<file path="config.mk">
export PLATFORM = sky130hd
export DESIGN_NAME = ttc_top
export DESIGN_NICKNAME = d
export VERILOG_FILES = /design/src/hdl/ttc_pkg.sv /design/src/hdl/ttc_top.sv
export VERILOG_INCLUDE_DIRS = /design/src /design/src/hdl
export SDC_FILE = /design/constraint.sdc
export NUM_CORES = 1
export LEC_CHECK = 0
export ABC_AREA = 1
export BUFFER_PORTS_ARGS = -buffer_cell sky130_fd_sc_hd__buf_2
export CORE_MARGIN = 4
export CORE_UTILIZATION = 53
export DETAILED_ROUTE_END_ITERATION = 8
export PLACE_DENSITY_LB_ADDON = 0.08
export SLEW_MARGIN = 20
export SYNTH_ARGS = -nofsm -noshare
export SYNTH_HDL_FRONTEND = slang
export SYNTH_SLANG_ARGS = --single-unit
export TNS_END_PERCENT = 1
</file>
<file path="constraint.sdc">
create_clock -name clk -period 1.93 [get_ports clk]
set_input_delay 0.0965 -clock clk [delete_from_list [all_inputs] [get_ports clk]]
set_output_delay 0.0965 -clock clk [all_outputs]
set_load 0.01 [all_outputs]
</file>
<file path="src/hdl/ttc_defs.svh">
// constants for the three timer/counter unit: selectors, modes, dividers, reset values
`ifndef TTC_DEFS_SVH
`define TTC_DEFS_SVH
// time base: standard rate is clock/12, fast rate clock/4 (one machine cycle)
`define TTC_DIV_STD 12
`define TTC_DIV_FAST 4
`define TTC_PRESCALE_LAST 4'hB
`define TTC_MC_PHASE 2'h3
// timer 0/1 mode field values
`define TTC_MODE_13BIT 2'h0
`define TTC_MODE_16BIT 2'h1
`define TTC_MODE_RELOAD 2'h2
`define TTC_MODE_SPLIT 2'h3
// software byte write selector
`define TTC_WR_T0_LOW 3'h0
`define TTC_WR_T0_HIGH 3'h1
`define TTC_WR_T1_LOW 3'h2
`define TTC_WR_T1_HIGH 3'h3
`define TTC_WR_T2_LOW 3'h4
`define TTC_WR_T2_HIGH 3'h5
`define TTC_WR_CAP_LOW 3'h6
`define TTC_WR_CAP_HIGH 3'h7
// timebase_select bit positions
`define TTC_TB_T0 0
`define TTC_TB_T1 1
`define TTC_TB_T2 2
// synchronised pin positions
`define TTC_PIN_INT0 0
`define TTC_PIN_EXTERNAL_INTERRUPT_ONE_PIN 1
`define TTC_PIN_CIN0 2
`define TTC_PIN_CIN1 3
`define TTC_PIN_T2CNT 4
`define TTC_PIN_TRIG 5
`define TTC_NUM_PINS 6
// reset values
`define TTC_BYTE_RST 8'h00
`define TTC_TB_RST 3'h0
`define TTC_MODE0_LOW_BITS 5
`endif

</file>
<file path="src/hdl/ttc_pkg.sv">
// types for the three timer/counter unit
package ttc_pkg;
  typedef logic [1:0] ttc_tmode_t;
  typedef logic [7:0] ttc_byte_t;
  // timer 2 operating mode, one-hot
  typedef enum logic [3:0] {
    TTC_T2_CAPTURE = 4'h1,
    TTC_T2_RELOAD_UP = 4'h2,
    TTC_T2_UPDOWN = 4'h4,
    TTC_T2_BAUD = 4'h8
  } ttc_t2_mode_t;
endpackage

</file>
<file path="src/hdl/ttc_top.sv">
// three timer/counters: two four-mode counters and one capture/reload up/down counter
`timescale 1ns/10ps
`include "ttc_defs.svh"

// Notes on behaviour
// - mode 0 counts 13 bits: full high byte plus low five low-byte bits
// - mode 0 high byte steps when low bit four falls; high wrap sets flag
// - outside timer 0 split, timers 0/1 count only when running and gate clear or interrupt pin high
// - 13-bit count 1FFFh wraps to 0000h, setting the overflow flag
// - counter function counts falling edges on count pin, else internal ticks
// - timer time base is clock/12 or clock/4 per timebase_select bit
// - mode 1 is a 16-bit counter; FFFFh to 0000h sets overflow flag
// - mode 2 low byte overflow sets flag, reloads from high byte
// - timer 1 in mode 3 halts and holds its count
// - timer 0 mode 3 splits; high byte uses timer 1 run and flag
// - timer 0 in mode 3: timer 1 free of run and flag, mode 3 stops
// - timer 2 clocked by pin or clock/12 or /4, only while t2_run
// - capture mode counts up 16 bits; FFFFh rollover sets t2_overflow_flag
// - capture mode trigger falling edge copies count, sets t2_external_flag
// - capture_clear_enable clears the timer 2 count after each capture
// - up auto-reload: rollover reloads from capture registers, sets overflow flag
// - up auto-reload: enabled trigger falling edge reloads, sets t2_external_flag
// - up/down: counts up while trigger high; overflow reloads from capture
// - up/down: down count at count equal capture loads FFFFh
// - up/down: each reload sets overflow flag (interrupt), toggles external flag (no interrupt)
// - baud mode: 16-bit auto-reload on FFFFh rollover, no overflow flag
// - baud mode: enabled trigger falling edge sets t2_external_flag, interrupt
// - count pins sampled once per machine cycle; high then low is an edge
// - reset clears timebase_select bits, timers start at clock/12
// - timer 2 flags cleared by software; hardware clears only external flag, by up/down toggle
module ttc_top (
  // clock and reset
  input wire logic clk,
  input wire logic sys_rst,
  // timer 0/1 configuration
  input wire ttc_pkg::ttc_tmode_t t0_mode,
  input wire ttc_pkg::ttc_tmode_t t1_mode,
  input wire logic t0_gate_select,
  input wire logic t1_gate_select,
  input wire logic t0_timer_counter_select,
  input wire logic t1_timer_counter_select,
  input wire logic timer0_run,
  input wire logic timer1_run,
  // timebase_select write (bit 0 timer 0, bit 1 timer 1, bit 2 timer 2)
  input wire logic timebase_wr,
  input wire logic [2:0] timebase_wdata,
  // timer 2 configuration
  input wire logic t2_run,
  input wire logic t2_clock_select,
  input wire logic capture_reload_select,
  input wire logic t2_external_enable,
  input wire logic capture_clear_enable,
  input wire logic down_count_enable,
  input wire logic receive_baud_select,
  input wire logic transmit_baud_select,
  // software byte writes
  input wire logic sw_wr,
  input wire logic [2:0] sw_wr_sel,
  input wire ttc_pkg::ttc_byte_t sw_wr_data,
  // software flag clears
  input wire logic timer0_flag_clr,
  input wire logic timer1_flag_clr,
  input wire logic t2_overflow_clr,
  input wire logic t2_external_clr,
  // pins from outside
  input wire logic external_interrupt_zero_pin,
  input wire logic external_interrupt_one_pin,
  input wire logic count_input_zero,
  input wire logic count_input_one,
  input wire logic t2_count_pin,
  input wire logic trigger_pin,
  // counts and captures
  output ttc_pkg::ttc_byte_t timer0_low_byte,
  output ttc_pkg::ttc_byte_t timer0_high_byte,
  output ttc_pkg::ttc_byte_t timer1_low_byte,
  output ttc_pkg::ttc_byte_t timer1_high_byte,
  output ttc_pkg::ttc_byte_t t2_low_byte,
  output ttc_pkg::ttc_byte_t t2_high_byte,
  output ttc_pkg::ttc_byte_t capture_low_reg,
  output ttc_pkg::ttc_byte_t capture_high_reg,
  // flags and requests
  output logic [2:0] timebase_select,
  output logic timer0_overflow_flag,
  output logic timer1_overflow_flag,
  output logic t2_overflow_flag,
  output logic t2_external_flag,
  output logic t2_irq
);
  import ttc_pkg::*;

  logic [3:0] prescale_reg;
  logic tick_std;
  logic tick_fast;
  logic [2:0] tb_reg;
  logic [`TTC_NUM_PINS-1:0] pin_raw;
  logic [`TTC_NUM_PINS-1:0] pin_lvl;
  logic [`TTC_NUM_PINS-1:0] pin_fall;
  ttc_byte_t t0_low_reg, t0_high_reg, t1_low_reg, t1_high_reg;
  ttc_byte_t t2_low_reg, t2_high_reg, cap_low_reg, cap_high_reg;
  logic t0_flag_reg, t1_flag_reg, t2_ovf_reg, t2_ext_reg, t2_irq_reg;
  logic t0_split, t1_frozen;
  logic t0_tick, t1_tick, t2_tick, th0_tick;
  logic t0_en, t1_en, th0_en, t2_en;
  logic [16:0] t0_step, t1_step;
  logic t0_ovf_evt, t1_ovf_evt;
  ttc_t2_mode_t t2_mode;
  logic [15:0] t2_cnt, t2_cap, t2_cnt_next, t2_cap_next;
  logic t2_ovf_set, t2_ext_set, t2_ext_tog;
  logic trig_edge;

  // one counter step for timers 0/1 in modes 0..2; returns {overflow, high, low}
  function automatic logic [16:0] step_count(input ttc_tmode_t mode, input ttc_byte_t hi,
      input ttc_byte_t lo);
    logic [5:0] low5;
    logic [8:0] high9;
    logic [16:0] full;
    low5 = {1'b0, lo[`TTC_MODE0_LOW_BITS-1:0]} + 6'h01;
    high9 = {1'b0, hi} + {8'h00, low5[5]};
    full = {1'b0, hi, lo} + 17'h00001;
    case (mode)
      `TTC_MODE_13BIT: step_count = {high9[8], high9[7:0], lo[7:5], low5[4:0]};
      `TTC_MODE_16BIT: step_count = full;
      `TTC_MODE_RELOAD: begin
        if (lo == 8'hFF) begin
          step_count = {1'b1, hi, hi};
        end else begin
          step_count = {1'b0, hi, lo + 8'h01};
        end
      end
      default: step_count = {1'b0, hi, lo};
    endcase
  endfunction

  // prescaler: clock/12 tick and clock/4 tick (the machine cycle)
  always_ff @(posedge clk) begin
    if (sys_rst || prescale_reg == `TTC_PRESCALE_LAST) begin
      prescale_reg <= 4'h0;
    end else begin
      prescale_reg <= prescale_reg + 4'h1;
    end
  end
  assign tick_std = (prescale_reg == `TTC_PRESCALE_LAST);
  assign tick_fast = (prescale_reg[1:0] == `TTC_MC_PHASE);

  // time base selects; reset puts every timer on the slow rate
  always_ff @(posedge clk) begin
    if (sys_rst) begin
      tb_reg <= `TTC_TB_RST;
    end else if (timebase_wr) begin
      tb_reg <= timebase_wdata;
    end
  end

  // pins: three-stage sync, agreement filter, one sample per machine cycle
  assign pin_raw = {trigger_pin, t2_count_pin, count_input_one, count_input_zero,
                    external_interrupt_one_pin, external_interrupt_zero_pin};
  generate
    for (genvar i = 0; i < `TTC_NUM_PINS; i++) begin : g_pin
      logic s1_reg, s2_reg, s3_reg, lvl_reg, samp_reg;
      // first stage feeds only the second
      always_ff @(posedge clk) begin
        if (sys_rst) begin
          s1_reg <= 1'b0;
          s2_reg <= 1'b0;
          s3_reg <= 1'b0;
          lvl_reg <= 1'b0;
        end else begin
          s1_reg <= pin_raw[i];
          s2_reg <= s1_reg;
          s3_reg <= s2_reg;
          if (s2_reg == s3_reg) begin
            lvl_reg <= s3_reg;
          end
        end
      end
      // sampling once per machine cycle caps counting at clock/8
      always_ff @(posedge clk) begin
        if (sys_rst) begin
          samp_reg <= 1'b0;
        end else if (tick_fast) begin
          samp_reg <= lvl_reg;
        end
      end
      assign pin_lvl[i] = lvl_reg;
      assign pin_fall[i] = tick_fast & samp_reg & ~lvl_reg;
    end
  endgenerate

  // timers 0/1 count enables
  assign t0_split = (t0_mode == `TTC_MODE_SPLIT);
  assign t1_frozen = (t1_mode == `TTC_MODE_SPLIT);
  assign t0_tick = t0_timer_counter_select ? pin_fall[`TTC_PIN_CIN0] :
                   (tb_reg[`TTC_TB_T0] ? tick_fast : tick_std);
  assign t1_tick = t1_timer_counter_select ? pin_fall[`TTC_PIN_CIN1] :
                   (tb_reg[`TTC_TB_T1] ? tick_fast : tick_std);
  // split high byte only counts prescaled clock ticks
  assign th0_tick = tb_reg[`TTC_TB_T0] ? tick_fast : tick_std;
  assign t0_en = timer0_run & (~t0_gate_select | pin_lvl[`TTC_PIN_INT0]) & t0_tick;
  // with timer 0 split, timer 1 loses its run bit and runs unless frozen
  assign t1_en = (t0_split | timer1_run) & ~t1_frozen &
                 (~t1_gate_select | pin_lvl[`TTC_PIN_EXTERNAL_INTERRUPT_ONE_PIN]) & t1_tick;
  assign th0_en = t0_split & timer1_run & th0_tick;
  assign t0_step = step_count(t0_mode, t0_high_reg, t0_low_reg);
  assign t1_step = step_count(t1_mode, t1_high_reg, t1_low_reg);
  assign t0_ovf_evt = t0_en & (t0_split ? (t0_low_reg == 8'hFF) : t0_step[16]);
  // timer 1 flag belongs to the split high byte while timer 0 is split
  assign t1_ovf_evt = t0_split ? (th0_en & (t0_high_reg == 8'hFF)) :
                      (t1_en & t1_step[16]);

  // timer 0 count bytes; a software write in the same cycle wins
  always_ff @(posedge clk) begin
    if (sys_rst) begin
      t0_low_reg <= `TTC_BYTE_RST;
      t0_high_reg <= `TTC_BYTE_RST;
    end else begin
      if (t0_split) begin
        if (t0_en) begin
          t0_low_reg <= t0_low_reg + 8'h01;
        end
        if (th0_en) begin
          t0_high_reg <= t0_high_reg + 8'h01;
        end
      end else if (t0_en) begin
        t0_high_reg <= t0_step[15:8];
        t0_low_reg <= t0_step[7:0];
      end
      if (sw_wr && sw_wr_sel == `TTC_WR_T0_LOW) begin
        t0_low_reg <= sw_wr_data;
      end
      if (sw_wr && sw_wr_sel == `TTC_WR_T0_HIGH) begin
        t0_high_reg <= sw_wr_data;
      end
    end
  end

  // timer 1 count bytes
  always_ff @(posedge clk) begin
    if (sys_rst) begin
      t1_low_reg <= `TTC_BYTE_RST;
      t1_high_reg <= `TTC_BYTE_RST;
    end else begin
      if (t1_en) begin
        t1_high_reg <= t1_step[15:8];
        t1_low_reg <= t1_step[7:0];
      end
      if (sw_wr && sw_wr_sel == `TTC_WR_T1_LOW) begin
        t1_low_reg <= sw_wr_data;
      end
      if (sw_wr && sw_wr_sel == `TTC_WR_T1_HIGH) begin
        t1_high_reg <= sw_wr_data;
      end
    end
  end

  // timer 0/1 flags: an overflow in the clearing cycle still sets
  always_ff @(posedge clk) begin
    if (sys_rst) begin
      t0_flag_reg <= 1'b0;
      t1_flag_reg <= 1'b0;
    end else begin
      t0_flag_reg <= t0_ovf_evt | (t0_flag_reg & ~timer0_flag_clr);
      t1_flag_reg <= t1_ovf_evt | (t1_flag_reg & ~timer1_flag_clr);
    end
  end

  // timer 2 mode decode; baud selects take precedence
  always_comb begin
    if (receive_baud_select || transmit_baud_select) begin
      t2_mode = TTC_T2_BAUD;
    end else if (capture_reload_select) begin
      t2_mode = TTC_T2_CAPTURE;
    end else if (down_count_enable) begin
      t2_mode = TTC_T2_UPDOWN;
    end else begin
      t2_mode = TTC_T2_RELOAD_UP;
    end
  end

  assign t2_tick = t2_clock_select ? pin_fall[`TTC_PIN_T2CNT] :
                   (tb_reg[`TTC_TB_T2] ? tick_fast : tick_std);
  assign t2_en = t2_run & t2_tick;
  assign trig_edge = t2_external_enable & pin_fall[`TTC_PIN_TRIG];
  assign t2_cnt = {t2_high_reg, t2_low_reg};
  assign t2_cap = {cap_high_reg, cap_low_reg};

  // timer 2 next count, capture and flag events
  always_comb begin
    t2_cnt_next = t2_cnt;
    t2_cap_next = t2_cap;
    t2_ovf_set = 1'b0;
    t2_ext_set = 1'b0;
    t2_ext_tog = 1'b0;
    case (t2_mode)
      TTC_T2_CAPTURE: begin
        if (t2_en) begin
          t2_cnt_next = t2_cnt + 16'h0001;
          t2_ovf_set = (t2_cnt == 16'hFFFF);
        end
        if (trig_edge) begin
          t2_cap_next = t2_cnt;
          t2_ext_set = 1'b1;
          if (capture_clear_enable) begin
            t2_cnt_next = 16'h0000;
          end
        end
      end
      TTC_T2_RELOAD_UP: begin
        if (t2_en) begin
          if (t2_cnt == 16'hFFFF) begin
            t2_cnt_next = t2_cap;
            t2_ovf_set = 1'b1;
          end else begin
            t2_cnt_next = t2_cnt + 16'h0001;
          end
        end
        if (trig_edge) begin
          t2_cnt_next = t2_cap;
          t2_ext_set = 1'b1;
        end
      end
      TTC_T2_UPDOWN: begin
        // trigger pin is direction here, not an event
        if (t2_en && pin_lvl[`TTC_PIN_TRIG]) begin
          if (t2_cnt == 16'hFFFF) begin
            t2_cnt_next = t2_cap;
            t2_ovf_set = 1'b1;
            t2_ext_tog = 1'b1;
          end else begin
            t2_cnt_next = t2_cnt + 16'h0001;
          end
        end else if (t2_en) begin
          if (t2_cnt == t2_cap) begin
            t2_cnt_next = 16'hFFFF;
            t2_ovf_set = 1'b1;
            t2_ext_tog = 1'b1;
          end else begin
            t2_cnt_next = t2_cnt - 16'h0001;
          end
        end
      end
      TTC_T2_BAUD: begin
        if (t2_en) begin
          t2_cnt_next = (t2_cnt == 16'hFFFF) ? t2_cap : t2_cnt + 16'h0001;
        end
        t2_ext_set = trig_edge;
      end
      default: begin
        t2_cnt_next = t2_cnt;
      end
    endcase
  end

  // timer 2 count and capture registers; software writes win
  always_ff @(posedge clk) begin
    if (sys_rst) begin
      t2_low_reg <= `TTC_BYTE_RST;
      t2_high_reg <= `TTC_BYTE_RST;
      cap_low_reg <= `TTC_BYTE_RST;
      cap_high_reg <= `TTC_BYTE_RST;
    end else begin
      t2_high_reg <= t2_cnt_next[15:8];
      t2_low_reg <= t2_cnt_next[7:0];
      cap_high_reg <= t2_cap_next[15:8];
      cap_low_reg <= t2_cap_next[7:0];
      if (sw_wr && sw_wr_sel == `TTC_WR_T2_LOW) begin
        t2_low_reg <= sw_wr_data;
      end
      if (sw_wr && sw_wr_sel == `TTC_WR_T2_HIGH) begin
        t2_high_reg <= sw_wr_data;
      end
      if (sw_wr && sw_wr_sel == `TTC_WR_CAP_LOW) begin
        cap_low_reg <= sw_wr_data;
      end
      if (sw_wr && sw_wr_sel == `TTC_WR_CAP_HIGH) begin
        cap_high_reg <= sw_wr_data;
      end
    end
  end

  // timer 2 flags: software clears, up/down toggle can drop external flag; set or toggle beats a clear
  always_ff @(posedge clk) begin
    if (sys_rst) begin
      t2_ovf_reg <= 1'b0;
      t2_ext_reg <= 1'b0;
    end else begin
      t2_ovf_reg <= t2_ovf_set | (t2_ovf_reg & ~t2_overflow_clr);
      if (t2_ext_tog) begin
        t2_ext_reg <= ~t2_ext_reg;
      end else begin
        t2_ext_reg <= t2_ext_set | (t2_ext_reg & ~t2_external_clr);
      end
    end
  end

  // request lags the flags by one cycle so the port stays a flip-flop
  always_ff @(posedge clk) begin
    if (sys_rst) begin
      t2_irq_reg <= 1'b0;
    end else begin
      t2_irq_reg <= t2_ovf_reg | (t2_ext_reg & (t2_mode != TTC_T2_UPDOWN));
    end
  end

  // outputs straight from registers
  assign timer0_low_byte = t0_low_reg;
  assign timer0_high_byte = t0_high_reg;
  assign timer1_low_byte = t1_low_reg;
  assign timer1_high_byte = t1_high_reg;
  assign t2_low_byte = t2_low_reg;
  assign t2_high_byte = t2_high_reg;
  assign capture_low_reg = cap_low_reg;
  assign capture_high_reg = cap_high_reg;
  assign timebase_select = tb_reg;
  assign timer0_overflow_flag = t0_flag_reg;
  assign timer1_overflow_flag = t1_flag_reg;
  assign t2_overflow_flag = t2_ovf_reg;
  assign t2_external_flag = t2_ext_reg;
  assign t2_irq = t2_irq_reg;
endmodule

</file>
==> run metrics <==
H-tree levels=3; # port buffers=117; Max-slew headroom=59.2%; clock buffer depth=2; WS Path Type=flop to flop; RSZ-0062 raised after global routing=true; Power per Cell Area=544 nW/um2; drt first pass iters=6; asr flop ratio synth=0%; GRT Max-Usage Layer=met2; first-pass GRT wire length=48200 um; antenna-violating nets left=0; CP Data Required Time=2.19 ns; EDFF count, synth=0; Placed Area=9990 um2; Synth warnings=0; Routed WL=30800 um; Placed Instances=1774; clk_lat worst skew=0.37 ns; wire per inst=16.9 um; Num CTS Buffers=9; Mapped Cells=1370; met3 Usage GRT=5.67%; initial antenna violation count=0; syn avg cell area=6.01 um2; Setup crit start kind=flop; layout cells sized above 1=27.8%; Vias=10400; initial DRC count=1134; Pleak=0.00519 uW; clock tree root buffer cell=clkbuf_16; Worst path max stage delay=0.34 ns; initial core utilization=54.1%; GRT Total Usage=33.4%; Via density=5.69; most frequent cells in the layout=nand2_1, inv_1, buf_4; dpl hpwl=22500 um; HP Start=timebase_wr; Area Overhead vs Synth=33.7%; count of different cell masters after synthesis=54; minimum clock period=2.03 ns; GR Util met2=54.9%; CP Cell Sequence=ha_4 -> buf_6 -> nand3_4 -> o21ai_4 -> nor2_4 -> nor2_4 -> nand2_4 -> buf_4 -> nand2_1 -> a21boi_2 -> o21bai_1 -> nand3_2 -> nand2_1 -> inv_1; Placeable Area=15200 um2; status=finished with violations; Cell Count, Final, Fillers Out=1820; max-cap check violation count=0; final hold violation count=0; crit share post-route=105%; worst hold path class=primary input to flop; nets@finish=1691; Yosys top cell by area=dfxtp_1; Final Instance Area=11000 um2; synthesized area=8230 um2; CP Capture Type=flop; Critical R2R Launch=prescale_reg[0]; met1 GRT Util=42.9%; Seq cells post-synth=104; die width=133 um; Final Max Slew Viols=0; failing checks=negative setup slack; worst slew pin tran=0.612 ns; worst vdd ir=0.415 mV; Core Rows=45; largest net degree at the start of global routing=54; sum of negative setup slack=-0.772 ns; most common cell after layout, fill and taps aside=nand2_1; routability-driven placement congestion ratio=1.00; clk_skew=0.0149 ns; sequential cell area fraction in the yosys report=25.3%; Synth top area share=25.3%; Die ar.=17600 um2; Sink Count=104; DRC=0; Top FF cell, synth=dfxtp_1; Final Worst Setup Slack=-0.103 ns; CTS tree=yes; Fillers=1319; diode count=0; vias in the first global route=9562; Die Height=133 um; grt total ovfl=0; top post-synthesis cells by area=dfxtp_1, nand2_1, inv_1; # IOs=118; Setup-failing EPs final=17; critical path startpoint=prescale_reg[0]; Syn Nets=1434; f_max=492 MHz; CTS clk-pin slew, worst paths=0.08 ns; WP data arrival=2.30 ns; worst-path maximum fanout=5; critical path's slowest cell=dfxtp_2
-- stage by stage --
| step | hold slack, ns | total power [uW] | setup slack [ns] | utilization [%] |
|---|---|---|---|---|
| after floorplan | 0.203 | 3330 | 0.0102 | - |
| after global placement | 0.297 | 3940 | -0.167 | 65.7 |
| after detailed placement | 0.308 | 3960 | -0.194 | 65.7 |
| after CTS | 0.00438 | 5900 | -0.0595 | 70.6 |
| after global routing | 0.0286 | 6260 | -0.205 | 72.4 |
| final | 0.0145 | 5990 | -0.103 | 72.4 |
-- Yosys cell counts (all sizes together), types with 2 or more instances --
| cell type | instances |
|---|---|
| o21ai | 120 |
| o31ai | 3 |
| nor3 | 16 |
| buf | 35 |
| xor2 | 27 |
| dfxtp | 104 |
| o221ai | 12 |
| nand4 | 25 |
| nand2 | 345 |
| xnor2 | 7 |
| o22ai | 13 |
| a211oi | 7 |
| nand3b | 4 |
| clkinv | 5 |
| o21bai | 7 |
| nor4 | 3 |
| a21boi | 2 |
| a21oi | 94 |
| inv | 182 |
| o211ai | 8 |
| a31oi | 27 |
| a221oi | 4 |
| nand3 | 94 |
| clkbuf | 20 |
| or2 | 7 |
| ha | 18 |
| nor2 | 176 |
-- power breakdown --
| part | internal (uW) | switching (uW) |
|---|---|---|
| registers | 2240 | 98.4 |
| clock network | 971 | 914 |
| logic | 709 | 1060 |
| total | 3920 | 2070 |
-- critical path, delay by kind of cell, from the launching register on --
family | cells | cell delay, ns
fa+ha+maj | 1 | 0.17
compound gates | 3 | 0.41
flops | 1 | 0.34
simple gates | 7 | 0.68
buf+inv | 3 | 0.32
-- what timing repair did --
item	4_1_cts	5_1_grt
pin swaps	21	23
resized for setup	58	80
setup buffers	15	3
endpoints found under the hold margin	9	0
cloned	2	1
endpoints found under the setup margin	61	68
hold buffers	9	0
-- routing by layer --
layer | routed length (um) | share of wire, %
met1 | 12700 | 41
met2 | 14400 | 47
met5 | 0 | 0
met3 | 2430 | 7.9
met4 | 1210 | 3.9
-- final timing paths --
check                                          end  slack (ns)  cells past startpoint
worst max-delay path                t2_low_byte[0]       -0.10                     14
worst min-delay path            timebase_select[1]        0.01                      3
worst max register to register      t2_low_byte[0]       -0.10                     14
worst min register to register     g_pin[5].s2_reg        0.41                      2
-- logic make-up (layout without fill, tap and decap cells) --
| group | count (synthesis) | after routing | synth area share [%] |
|---|---|---|---|
| DFF | 104 | 104 | 25.3 |
| xor gates and xnor gates | 34 | 34 | 3.62 |
| AOI/OAI and AO/OA | 301 | 301 | 21.1 |
| and+or+nand+nor | 671 | 672 | 35.1 |
| buffers and inverters | 242 | 503 | 12.1 |
| adders and majority gates | 18 | 18 | 2.74 |
-- cell type report --
cell class / instances / area [um2] / share of cell area [%]
Multi-Input combinational cell: 1025 / 5530 / 50.3
Timing Repair Buffer: 300 / 2120 / 19.3
Sequential cell: 104 / 2110 / 19.2
Inverter: 187 / 704 / 6.40
Clock buffer: 11 / 253 / 2.30
Tap cell: 188 / 235 / 2.14
Clock inverter: 5 / 47.5 / 0.432
Power figures use the tool's default switching activity.
